File: src/avm_pkg.sv
// Constants shared by the accelerometer vector-magnitude detector files.
package avm_pkg;

  // Data widths of the sample path.
  localparam int AVM_AXIS_W = 14;
  localparam int AVM_THS_W = 13;
  localparam int AVM_CNT_W = 8;
  localparam int AVM_BYTE_W = 8;

  // Register byte addresses.
  localparam logic [7:0] AVM_ADDR_THS_HI = 8'h60;
  localparam logic [7:0] AVM_ADDR_THS_LO = 8'h61;
  localparam logic [7:0] AVM_ADDR_CNT = 8'h62;
  localparam logic [7:0] AVM_ADDR_INITX_HI = 8'h63;
  localparam logic [7:0] AVM_ADDR_INITX_LO = 8'h64;
  localparam logic [7:0] AVM_ADDR_INITY_HI = 8'h65;
  localparam logic [7:0] AVM_ADDR_INITY_LO = 8'h66;
  localparam logic [7:0] AVM_ADDR_INITZ_HI = 8'h67;
  localparam logic [7:0] AVM_ADDR_INITZ_LO = 8'h68;
  localparam logic [7:0] AVM_ADDR_INT_SRC = 8'h0C;

  // Register bank layout: nine bytes from the threshold high byte upward.
  localparam logic [7:0] AVM_REG_BASE = AVM_ADDR_THS_HI;
  localparam int AVM_REG_NUM = 9;
  localparam int AVM_IDX_W = 4;
  localparam logic [7:0] AVM_RESET_BYTE = 8'h00;

  // Field layout inside the bytes.
  localparam int AVM_DBCNTM_BIT = 7;
  localparam int AVM_THS_HI_W = 5;
  localparam int AVM_INIT_HI_W = 6;
  localparam logic [7:0] AVM_THS_HI_MASK = 8'h9F;
  localparam logic [7:0] AVM_INIT_HI_MASK = 8'h3F;
  localparam logic [7:0] AVM_FULL_MASK = 8'hFF;

  // Bit of the interrupt source byte that reports this event.
  localparam int AVM_SRC_VECM_BIT = 1;

  // Counter step and empty value.
  localparam logic [7:0] AVM_CNT_ONE = 8'h01;
  localparam logic [7:0] AVM_CNT_ZERO = 8'h00;

endpackage

File: src/avm_cfg_if.sv
// Configuration fields passed from the register bank to the detector core.
`timescale 1ns/100ps
interface avm_cfg_if;
  import avm_pkg::*;
  logic [AVM_THS_W-1:0] ths;
  logic dbcntm;
  logic [AVM_CNT_W-1:0] cnt;
  logic signed [AVM_AXIS_W-1:0] init_x;
  logic signed [AVM_AXIS_W-1:0] init_y;
  logic signed [AVM_AXIS_W-1:0] init_z;
  modport regs (output ths, output dbcntm, output cnt, output init_x, output init_y,
    output init_z);
  modport core (input ths, input dbcntm, input cnt, input init_x, input init_y,
    input init_z);
endinterface

File: src/avm_dist.sv
// Squared-distance comparator between a sample and the reference vector.
`timescale 1ns/100ps
module avm_dist
  import avm_pkg::*;
#(
  parameter int AXIS_W = AVM_AXIS_W,
  parameter int THS_W = AVM_THS_W
)
(
  input wire logic signed [AXIS_W-1:0] smp_x,
  input wire logic signed [AXIS_W-1:0] smp_y,
  input wire logic signed [AXIS_W-1:0] smp_z,
  input wire logic signed [AXIS_W-1:0] ref_x,
  input wire logic signed [AXIS_W-1:0] ref_y,
  input wire logic signed [AXIS_W-1:0] ref_z,
  input wire logic [THS_W-1:0] ths,
  output logic over
);

  localparam int DW = AXIS_W + 1;
  localparam int SW = 2 * DW;
  localparam int TW = SW + 2;

  logic signed [DW-1:0] dx;
  logic signed [DW-1:0] dy;
  logic signed [DW-1:0] dz;
  logic [TW-1:0] sum;
  logic [TW-1:0] ths_sq;

  // Square of a signed difference, exact in twice the width.
  function automatic logic [SW-1:0] avm_sq(input logic signed [DW-1:0] d);
    logic signed [SW-1:0] w;
    w = SW'(d);
    avm_sq = SW'(w * w);
  endfunction

  // Comparing squares avoids a root; sample and threshold share one LSB
  // weight at the selected full scale, so no rescaling is needed.
  assign dx = DW'(smp_x) - DW'(ref_x);
  assign dy = DW'(smp_y) - DW'(ref_y);
  assign dz = DW'(smp_z) - DW'(ref_z);
  assign sum = TW'(avm_sq(dx)) + TW'(avm_sq(dy)) + TW'(avm_sq(dz));
  assign ths_sq = TW'(TW'(ths) * TW'(ths));
  assign over = sum > ths_sq;

endmodule // avm_dist

File: src/avm_regs.sv
// Register bank holding threshold, debounce count and initial reference bytes.
`timescale 1ns/100ps
module avm_regs
  import avm_pkg::*;
(
  input wire logic clock,
  input wire logic nrst,
  input wire logic wr_en,
  input wire logic [7:0] addr,
  input wire logic [7:0] wdata,
  output logic [7:0] rd_data,
  avm_cfg_if.regs cfg
);

  typedef struct packed {
    logic [AVM_REG_NUM-1:0][AVM_BYTE_W-1:0] bytes;
  } avm_regs_s;

  avm_regs_s st;
  avm_regs_s next_st;
  logic [AVM_IDX_W-1:0] idx;
  logic hit;

  // Bank index of a register byte address.
  function automatic logic [AVM_IDX_W-1:0] avm_idx(input logic [7:0] a);
    avm_idx = AVM_IDX_W'(a - AVM_REG_BASE);
  endfunction

  // Writable bits of each byte; reserved bits stay zero.
  function automatic logic [7:0] avm_mask(input logic [AVM_IDX_W-1:0] i);
    case (i)
      AVM_IDX_W'(AVM_ADDR_THS_HI - AVM_REG_BASE): avm_mask = AVM_THS_HI_MASK;
      AVM_IDX_W'(AVM_ADDR_INITX_HI - AVM_REG_BASE): avm_mask = AVM_INIT_HI_MASK;
      AVM_IDX_W'(AVM_ADDR_INITY_HI - AVM_REG_BASE): avm_mask = AVM_INIT_HI_MASK;
      AVM_IDX_W'(AVM_ADDR_INITZ_HI - AVM_REG_BASE): avm_mask = AVM_INIT_HI_MASK;
      default: avm_mask = AVM_FULL_MASK;
    endcase
  endfunction

  // Address decode of the bank.
  assign idx = avm_idx(addr);
  assign hit = (addr >= AVM_REG_BASE) && (addr < AVM_REG_BASE + 8'(AVM_REG_NUM));

  // Byte writes and read mux; unmapped addresses read as zero.
  always_comb
  begin
    next_st = st;
    if (wr_en && hit)
    begin
      next_st.bytes[idx] = wdata & avm_mask(idx);
    end
    rd_data = hit ? st.bytes[idx] : AVM_RESET_BYTE;
  end

  always_ff @(posedge clock or negedge nrst)
  begin
    if (!nrst)
    begin
      st <= '{default: '0};
    end
    else
    begin
      st <= next_st;
    end
  end

  // Fields assembled from high and low bytes.
  assign cfg.ths = {st.bytes[avm_idx(AVM_ADDR_THS_HI)][AVM_THS_HI_W-1:0],
    st.bytes[avm_idx(AVM_ADDR_THS_LO)]};
  assign cfg.dbcntm = st.bytes[avm_idx(AVM_ADDR_THS_HI)][AVM_DBCNTM_BIT];
  assign cfg.cnt = st.bytes[avm_idx(AVM_ADDR_CNT)];
  assign cfg.init_x = {st.bytes[avm_idx(AVM_ADDR_INITX_HI)][AVM_INIT_HI_W-1:0],
    st.bytes[avm_idx(AVM_ADDR_INITX_LO)]};
  assign cfg.init_y = {st.bytes[avm_idx(AVM_ADDR_INITY_HI)][AVM_INIT_HI_W-1:0],
    st.bytes[avm_idx(AVM_ADDR_INITY_LO)]};
  assign cfg.init_z = {st.bytes[avm_idx(AVM_ADDR_INITZ_HI)][AVM_INIT_HI_W-1:0],
    st.bytes[avm_idx(AVM_ADDR_INITZ_LO)]};

endmodule // avm_regs

File: src/avm_top.sv
// Accelerometer vector-magnitude change detector with debounce and latching.
//
// Function
// - With debounce mode 0, a sample below threshold steps the counter down by one.
// - With debounce mode 1, a sample below threshold clears the counter at once.
// - The threshold is 13 bits, five high bits in 0x60 beside mode bit 7, low byte in 0x61.
// - One threshold count weighs one output LSB at the selected full scale.
// - Register 0x62 holds the 8-bit debounce count.
// - Outside hybrid mode the counter steps once per output sample, so the period is count times 1/ODR.
// - In hybrid mode the counter steps on every second sample only.
// - A 14-bit signed X reference sits in 0x63/0x64 and is used when the source bit selects it.
// - A 14-bit signed Y reference sits in 0x65/0x66 and is used when the source bit selects it.
// - A 14-bit signed Z reference sits in 0x67/0x68 and is used when the source bit selects it.
// - The event rises when the distance to the reference exceeds the threshold long enough.
// - On enable the reference loads from the current sample or from the registers.
// - With update bit 0 the reference takes the sample on each trigger; with 1 it is kept, but with the source bit also set the registers are used live.
// - Unlatched the flag follows the condition; latched it holds until 0x0C is read.
`timescale 1ns/100ps
module avm_top
  import avm_pkg::*;
(
  input wire logic clock,
  input wire logic nrst,
  input wire logic [7:0] reg_addr,
  input wire logic [7:0] reg_wdata,
  input wire logic reg_wr,
  input wire logic reg_rd,
  output logic [7:0] reg_rdata,
  input wire logic sample_valid,
  input wire logic signed [AVM_AXIS_W-1:0] accel_x,
  input wire logic signed [AVM_AXIS_W-1:0] accel_y,
  input wire logic signed [AVM_AXIS_W-1:0] accel_z,
  input wire logic vecm_enable,
  input wire logic ref_from_regs,
  input wire logic ref_hold,
  input wire logic latch_enable,
  input wire logic hybrid_mode,
  output logic vecm_event
);

  typedef struct packed {
    logic [AVM_CNT_W-1:0] cnt;
    logic signed [AVM_AXIS_W-1:0] ref_x;
    logic signed [AVM_AXIS_W-1:0] ref_y;
    logic signed [AVM_AXIS_W-1:0] ref_z;
    logic running;
    logic hyb_phase;
    logic active;
    logic flag;
    logic [7:0] rdata;
  } avm_core_s;

  avm_core_s st;
  avm_core_s next_st;

  avm_cfg_if cfg ();

  logic [7:0] bank_rdata;
  logic over;
  logic start;
  logic step;
  logic run_step;
  logic trig;
  logic src_read;
  logic live_init;
  logic [AVM_CNT_W-1:0] cnt_up;
  logic [AVM_CNT_W-1:0] cnt_down;
  logic [AVM_CNT_W-1:0] cnt_step;
  logic signed [AVM_AXIS_W-1:0] use_x;
  logic signed [AVM_AXIS_W-1:0] use_y;
  logic signed [AVM_AXIS_W-1:0] use_z;
  logic [7:0] src_byte;

  // Register bank behind the byte-wide register port.
  avm_regs u_regs (
    .clock(clock),
    .nrst(nrst),
    .wr_en(reg_wr),
    .addr(reg_addr),
    .wdata(reg_wdata),
    .rd_data(bank_rdata),
    .cfg(cfg)
  );

  // With both source and hold set, software steers the reference live.
  assign live_init = ref_from_regs && ref_hold;
  assign use_x = live_init ? cfg.init_x : st.ref_x;
  assign use_y = live_init ? cfg.init_y : st.ref_y;
  assign use_z = live_init ? cfg.init_z : st.ref_z;

  // Distance test of the current sample against the reference.
  avm_dist #(
    .AXIS_W(AVM_AXIS_W),
    .THS_W(AVM_THS_W)
  ) u_dist (
    .smp_x(accel_x),
    .smp_y(accel_y),
    .smp_z(accel_z),
    .ref_x(use_x),
    .ref_y(use_y),
    .ref_z(use_z),
    .ths(cfg.ths),
    .over(over)
  );

  // Sample stepping; hybrid mode skips every other sample.
  assign start = vecm_enable && !st.running;
  assign step = sample_valid && (!hybrid_mode || st.hyb_phase);
  // A sample that lands in the disabling cycle is ignored.
  assign run_step = step && st.running && vecm_enable;

  // Saturating counter candidates for both outcomes of a sample.
  assign cnt_up = (st.cnt >= cfg.cnt) ? cfg.cnt : AVM_CNT_W'(st.cnt + AVM_CNT_ONE);
  assign cnt_down = (cfg.dbcntm || st.cnt == AVM_CNT_ZERO) ? AVM_CNT_ZERO
    : AVM_CNT_W'(st.cnt - AVM_CNT_ONE);
  assign cnt_step = over ? cnt_up : cnt_down;
  assign trig = run_step && over && (cnt_up == cfg.cnt);
  assign src_read = reg_rd && (reg_addr == AVM_ADDR_INT_SRC);

  // Next state of the detector.
  always_comb
  begin
    next_st = st;
    src_byte = AVM_RESET_BYTE;
    src_byte[AVM_SRC_VECM_BIT] = st.flag;
    if (!vecm_enable)
    begin
      next_st.running = 1'b0;
      next_st.cnt = AVM_CNT_ZERO;
      next_st.active = 1'b0;
      next_st.hyb_phase = 1'b0;
    end
    else if (start)
    begin
      // Reference taken at enable from sample or registers.
      next_st.running = 1'b1;
      next_st.cnt = AVM_CNT_ZERO;
      next_st.active = 1'b0;
      next_st.ref_x = ref_from_regs ? cfg.init_x : accel_x;
      next_st.ref_y = ref_from_regs ? cfg.init_y : accel_y;
      next_st.ref_z = ref_from_regs ? cfg.init_z : accel_z;
    end
    else
    begin
      if (sample_valid)
      begin
        next_st.hyb_phase = hybrid_mode && !st.hyb_phase;
      end
      if (run_step)
      begin
        next_st.cnt = cnt_step;
        next_st.active = trig;
      end
      if (trig && !ref_hold)
      begin
        next_st.ref_x = accel_x;
        next_st.ref_y = accel_y;
        next_st.ref_z = accel_z;
      end
    end
    // A trigger in the cycle of the source read keeps the flag set.
    if (latch_enable)
    begin
      next_st.flag = trig || (st.flag && !src_read);
    end
    else
    begin
      next_st.flag = next_st.active;
    end
    if (reg_rd)
    begin
      next_st.rdata = src_read ? src_byte : bank_rdata;
    end
  end

  always_ff @(posedge clock or negedge nrst)
  begin
    if (!nrst)
    begin
      st <= '{default: '0};
    end
    else
    begin
      st <= next_st;
    end
  end

  // Outputs straight from the state register.
  assign reg_rdata = st.rdata;
  assign vecm_event = st.flag;

  // Decrement mode lowers a nonzero counter by exactly one.
  dec_mode_a: assert property (@(posedge clock) disable iff (!nrst)
    run_step && !over && !cfg.dbcntm && st.cnt != AVM_CNT_ZERO && vecm_enable
    |=> st.cnt == $past(st.cnt) - AVM_CNT_ONE)
    else $error("counter did not decrement by one");

  // Clear mode empties the counter on a low sample.
  clr_mode_a: assert property (@(posedge clock) disable iff (!nrst)
    run_step && !over && cfg.dbcntm && vecm_enable |=> st.cnt == AVM_CNT_ZERO)
    else $error("counter not cleared in clear mode");

  // Threshold low byte write reaches the comparator.
  ths_low_a: assert property (@(posedge clock) disable iff (!nrst)
    reg_wr && reg_addr == AVM_ADDR_THS_LO |=> cfg.ths[7:0] == $past(reg_wdata))
    else $error("threshold low byte not stored");

  // Count register write takes effect one cycle later.
  cnt_reg_a: assert property (@(posedge clock) disable iff (!nrst)
    reg_wr && reg_addr == AVM_ADDR_CNT |=> cfg.cnt == $past(reg_wdata))
    else $error("debounce count not stored");

  // Counter holds between sample steps.
  cnt_hold_a: assert property (@(posedge clock) disable iff (!nrst)
    !step && st.running && vecm_enable |=> st.cnt == $past(st.cnt))
    else $error("counter moved without a sample step");

  // Hybrid mode never steps on two samples in a row.
  hyb_skip_a: assert property (@(posedge clock) disable iff (!nrst)
    hybrid_mode && step ##1 hybrid_mode && sample_valid |-> !step)
    else $error("hybrid mode stepped on consecutive samples");

  // Registers loaded at enable become the stored reference.
  init_ref_a: assert property (@(posedge clock) disable iff (!nrst)
    start && ref_from_regs |=> st.ref_x == $past(cfg.init_x) && st.ref_y == $past(cfg.init_y)
    && st.ref_z == $past(cfg.init_z))
    else $error("reference not loaded from registers at enable");

  // Reaching the count raises the event next cycle.
  event_set_a: assert property (@(posedge clock) disable iff (!nrst)
    trig |=> vecm_event)
    else $error("event not raised on reaching the count");

  // Enable with sample source loads the present X and Z sample into the reference.
  ref_load_a: assert property (@(posedge clock) disable iff (!nrst)
    start && !ref_from_regs |=> st.ref_x == $past(accel_x) && st.ref_z == $past(accel_z))
    else $error("reference not loaded from sample at enable");

  // Update mode copies the sample Y into the reference on a trigger.
  ref_upd_a: assert property (@(posedge clock) disable iff (!nrst)
    trig && !ref_hold && vecm_enable |=> st.ref_y == $past(accel_y))
    else $error("reference not updated on trigger");

  // Latched flag survives until the source byte is read.
  latch_hold_a: assert property (@(posedge clock) disable iff (!nrst)
    latch_enable && vecm_event && !src_read |=> vecm_event)
    else $error("latched flag dropped without a read");

  // Unlatched flag drops on a sample below threshold.
  live_drop_a: assert property (@(posedge clock) disable iff (!nrst)
    !latch_enable && run_step && !over && vecm_enable |=> !vecm_event)
    else $error("unlatched flag did not follow the condition");

  // Counter never passes the programmed count when rising.
  cnt_sat_a: assert property (@(posedge clock) disable iff (!nrst)
    run_step && over && vecm_enable |=> st.cnt <= $past(cfg.cnt))
    else $error("counter exceeded the programmed count");

  // A source read clears the latched flag unless a trigger lands with it.
  flag_clear_a: assert property (@(posedge clock) disable iff (!nrst)
    latch_enable && src_read && !trig |=> !vecm_event)
    else $error("latched flag not cleared by the source read");

  // The source byte returns the flag as it stood at the read.
  src_byte_a: assert property (@(posedge clock) disable iff (!nrst)
    src_read |=> reg_rdata[AVM_SRC_VECM_BIT] == $past(vecm_event))
    else $error("source byte does not report the flag");

  // Hold mode never moves the stored reference after enable.
  ref_keep_a: assert property (@(posedge clock) disable iff (!nrst)
    ref_hold && !start |=> $stable(st.ref_x) && $stable(st.ref_y) && $stable(st.ref_z))
    else $error("reference moved in hold mode");

  // Disabling empties the counter and stops the detector.
  idle_clear_a: assert property (@(posedge clock) disable iff (!nrst)
    !vecm_enable |=> st.cnt == AVM_CNT_ZERO && !st.running)
    else $error("counter not cleared while disabled");

  // In hybrid mode the phase flips on every sample while running.
  hyb_toggle_a: assert property (@(posedge clock) disable iff (!nrst)
    st.running && vecm_enable && hybrid_mode && sample_valid
    |=> st.hyb_phase != $past(st.hyb_phase))
    else $error("hybrid phase did not flip on a sample");

  // A zero count lets any step over threshold trigger.
  cnt_zero_a: assert property (@(posedge clock) disable iff (!nrst)
    run_step && over && cfg.cnt == AVM_CNT_ZERO |-> trig)
    else $error("zero count did not trigger at once");

endmodule // avm_top
File: config.mk
export PLATFORM = sky130hd
export DESIGN_NAME = avm_top
export DESIGN_NICKNAME = d
export VERILOG_FILES = /design/src/avm_pkg.sv /design/src/avm_cfg_if.sv /design/src/avm_dist.sv /design/src/avm_regs.sv /design/src/avm_top.sv
export SDC_FILE = /design/constraint.sdc
export NUM_CORES = 2
export LEC_CHECK = 0
export BUFFER_PORTS_ARGS = -buffer_cell sky130_fd_sc_hd__buf_2
export CORE_MARGIN = 10
export CORE_UTILIZATION = 30
export CTS_CLUSTER_DIAMETER = 50
export DETAILED_ROUTE_END_ITERATION = 8
export MAX_ROUTING_LAYER = met4
export REMOVE_ABC_BUFFERS = 1
export SYNTH_ARGS = -nofsm -noshare
export SYNTH_HDL_FRONTEND = slang
export SYNTH_HIERARCHICAL = 1
export SYNTH_SLANG_ARGS = --single-unit
File: constraint.sdc
create_clock -name clock -period 17.9 [get_ports clock]
set_clock_uncertainty 0.1 [all_clocks]
set_input_delay 0.895 -clock clock [delete_from_list [all_inputs] [get_ports clock]]
set_output_delay 0.895 -clock clock [all_outputs]
set_load 0.03 [all_outputs]
==> qor.yml <==
timing:
  maxSlewViolCount: 0
  fin_crit_ps: 16050
  setup_viol: 0
  tightestPinTransition_ps: 1300
  hold_viol_final: 0
  finalCritPeriodShare: 0.897
  max_freq_mhz: 62.3
  finalSetupTns_ps: 0
  relSlewSlack: 0.129
  rsz0062_at_grt: "false"
logic_synthesis:
  syn_inst: 4286
  yosysUniqueCellTypes: 93
  synth_ff_type: "dfrtp_1"
  synth-edff-count: 0
  ys_warn_count: 6
  async_flop_share: 1.00
  synth_seq_cells: 134
  ys_seq_area_frac: 0.0846
  netlist_area_um2: 39600
  syn_area_per_cell_um2: 9.25
global_routing:
  overflow: 0
  grt_max_degree: 83
  grt_pass1_wl_um: 163000
  antenna_found_initial: 0
  grt_pass1_vias: 29900
  grt_usage: 0.141
critical_path:
  cpMaxStageDelayCell: "xnor2_1"
  max_stage_delay_ps: 1000
  worst_setup_path_end_kind: "flip-flop"
  worstPathArrival_ps: 16260
  worst_ep_required_time_ps: 18110
  start_kind: "input port"
  crit_type: "input port to flip-flop"
  reg2reg_to: "st[14]"
  ff2ff_path_depth: 55
  reg2reg_slack_ps: 3090
  regToRegStartpoint: "u_regs/cfg.init_x[0]"
  worst-path-max-fanout: 42
  crit_path_frequent_cell: "fa_1"
floorplanning:
  die_h_um: 383
  io_pins: 77
  start_util: 0.302
  coreArea_um2: 131000
  die_x_um: 383
  fp-row-count: 133
  die-area_um2: 147000
cells_and_area:
  fin_nets: 5462
  area_delta_synth_final_pct: 6.08
  layout_common_cells: "inv_1, fa_1, ha_1"
  final_common_cell: "inv_1"
  layout-drive-gt1-share: 0.0864
place:
  post-dp-hpwl_um: 86900
  port_buffers: 76
  globalplace.congestion: 0.933
route:
  via_per_inst: 4.68
  first_iter_violations: 1655
  antenna_left: 0
  dr.pass1.iters: 5
  wl_per_cell_um: 16.6
  drt_wl_total_um: 100000
  vias: 28100
  drcViolationCount: 0
clocking:
  numCtsBuffers: 17
  post_cts_resized: 0
  insertion_delay_ps: 430
  cts_tree: "done"
  cts_sinks: 134
  post_cts_buffers: 0
  h-tree-depth: 4
  cts_hold_buffers: 0
  clk_path_buf_depth: 2
  clock-root-buffer: "clkbuf_16"
  clk_pin_slew_ps: 70
worst_hold_path:
  hold_end: "st[9]"
  hold_depth: 2
  hold_class: "flip-flop to flip-flop"
  worstHoldStart: "st[9]"
outcome:
  status: "completed"
run:
  drv_cap: 0
-- cells by family after synthesis --
kind of cell             synth area share
buffers and inverters               0.127
adder cells (fa/ha/maj)             0.500
XOR/XNOR                           0.0402
AO/OA/AOI/OAI                      0.0778
AND/OR/NAND/NOR                     0.107
multiplexers                       0.0637
flip-flops                         0.0846
-- registers in the layout, summed over array words and instances (netlist names) --
name	count
u_regs/st	8
u_regs/cfg.init_y	14
u_regs/cfg.init_z	14
reg_rdata	8
vecm_event	1
u_regs/cfg.ths	13
u_regs/cfg.init_x	14
st	53
u_regs/cfg.dbcntm	1
u_regs/cfg.cnt	8
-- worst max-delay path: cells and delay by family --
family | cells | cell delay [ps]
adders and majority gates | 12 | 4850
AOI/OAI and AO/OA | 18 | 3600
and+or+nand+nor | 12 | 2390
buffers and inverters | 11 | 2330
xor gates and xnor gates | 3 | 1260
muxes | 2 | 830
-- routing by layer --
layer	wire, um	part of all wire	vias up	track usage
met3	5250	0.053	140	0.0196
met2	47600	0.48	687	0.230
met1	44800	0.45	14100	0.185
met5	0	0	-	-
li1	-	-	13200	-
met4	2330	0.023	0	0.0296
-- synthesized netlist by cell type, drive strengths merged (5+ instances only) --
library cell / number / area [um^2]
a211o: 5 / 43.8
a211oi: 17 / 128
a21boi: 6 / 45.0
a21o: 55 / 413
a21oi: 140 / 701
a221o: 8 / 80.1
a22o: 5 / 43.8
a311o: 6 / 60.1
a31oi: 20 / 125
and2: 72 / 450
and3: 25 / 161
buf: 100 / 732
clkbuf: 62 / 233
clkinv: 12 / 45.0
dfrtp: 134 / 3350
fa: 724 / 14500
ha: 424 / 5310
inv: 1070 / 4020
mux2: 193 / 2180
mux2i: 19 / 190
mux4: 7 / 158
nand2: 326 / 1220
nand2b: 31 / 194
nand3: 42 / 238
nand3b: 11 / 82.6
nand4: 18 / 153
nor2: 248 / 931
nor2b: 30 / 190
nor3: 39 / 195
nor4: 8 / 65.1
o211a: 6 / 60.1
o211ai: 14 / 105
o21a: 22 / 165
o21ai: 83 / 415
o21bai: 8 / 60.1
o22ai: 10 / 62.6
o31ai: 11 / 82.6
or2: 8 / 50.1
or3: 16 / 100
xnor2: 102 / 901
xor2: 79 / 692
-- how the worst max path moves through the flow --
stage                   from      to  slack (ps)
detailed placement  ref_hold  st[29]        1480
CTS                 ref_hold  st[27]        1910
finish              ref_hold  st[14]        1850
global placement    ref_hold  st[17]        1820
global route        ref_hold  st[13]         980
floorplan           ref_hold  st[12]        2530
-- per-stage QoR --
step                setup WS [ps]  hold WS (ps)  cells   util  cell area [um^2]
floorplan                    2530           332   4124      -             38700
global placement             1820           349   5982  0.316             41500
detailed placement           1480           363   5982  0.316             41500
CTS                          1910           377   6014  0.320             42000
global route                  984           402   6014  0.320             42000
finish                       1850           380   6015  0.320             42000
-- cell type report --
class | instances | area (um^2)
Sequential cell | 134 | 3350
Fill cell | 13800 | 89300
Antenna cell | 1 | 2.50
Tap cell | 1755 | 2200
Clock buffer | 17 | 425
Timing Repair Buffer | 103 | 589
Clock inverter | 15 | 160
Inverter | 1082 | 4060
Multi-Input combinational cell | 2908 | 31300
Power is not shown: default switching activity piles up to over one toggle a cycle in this logic, so the estimate is an artifact.
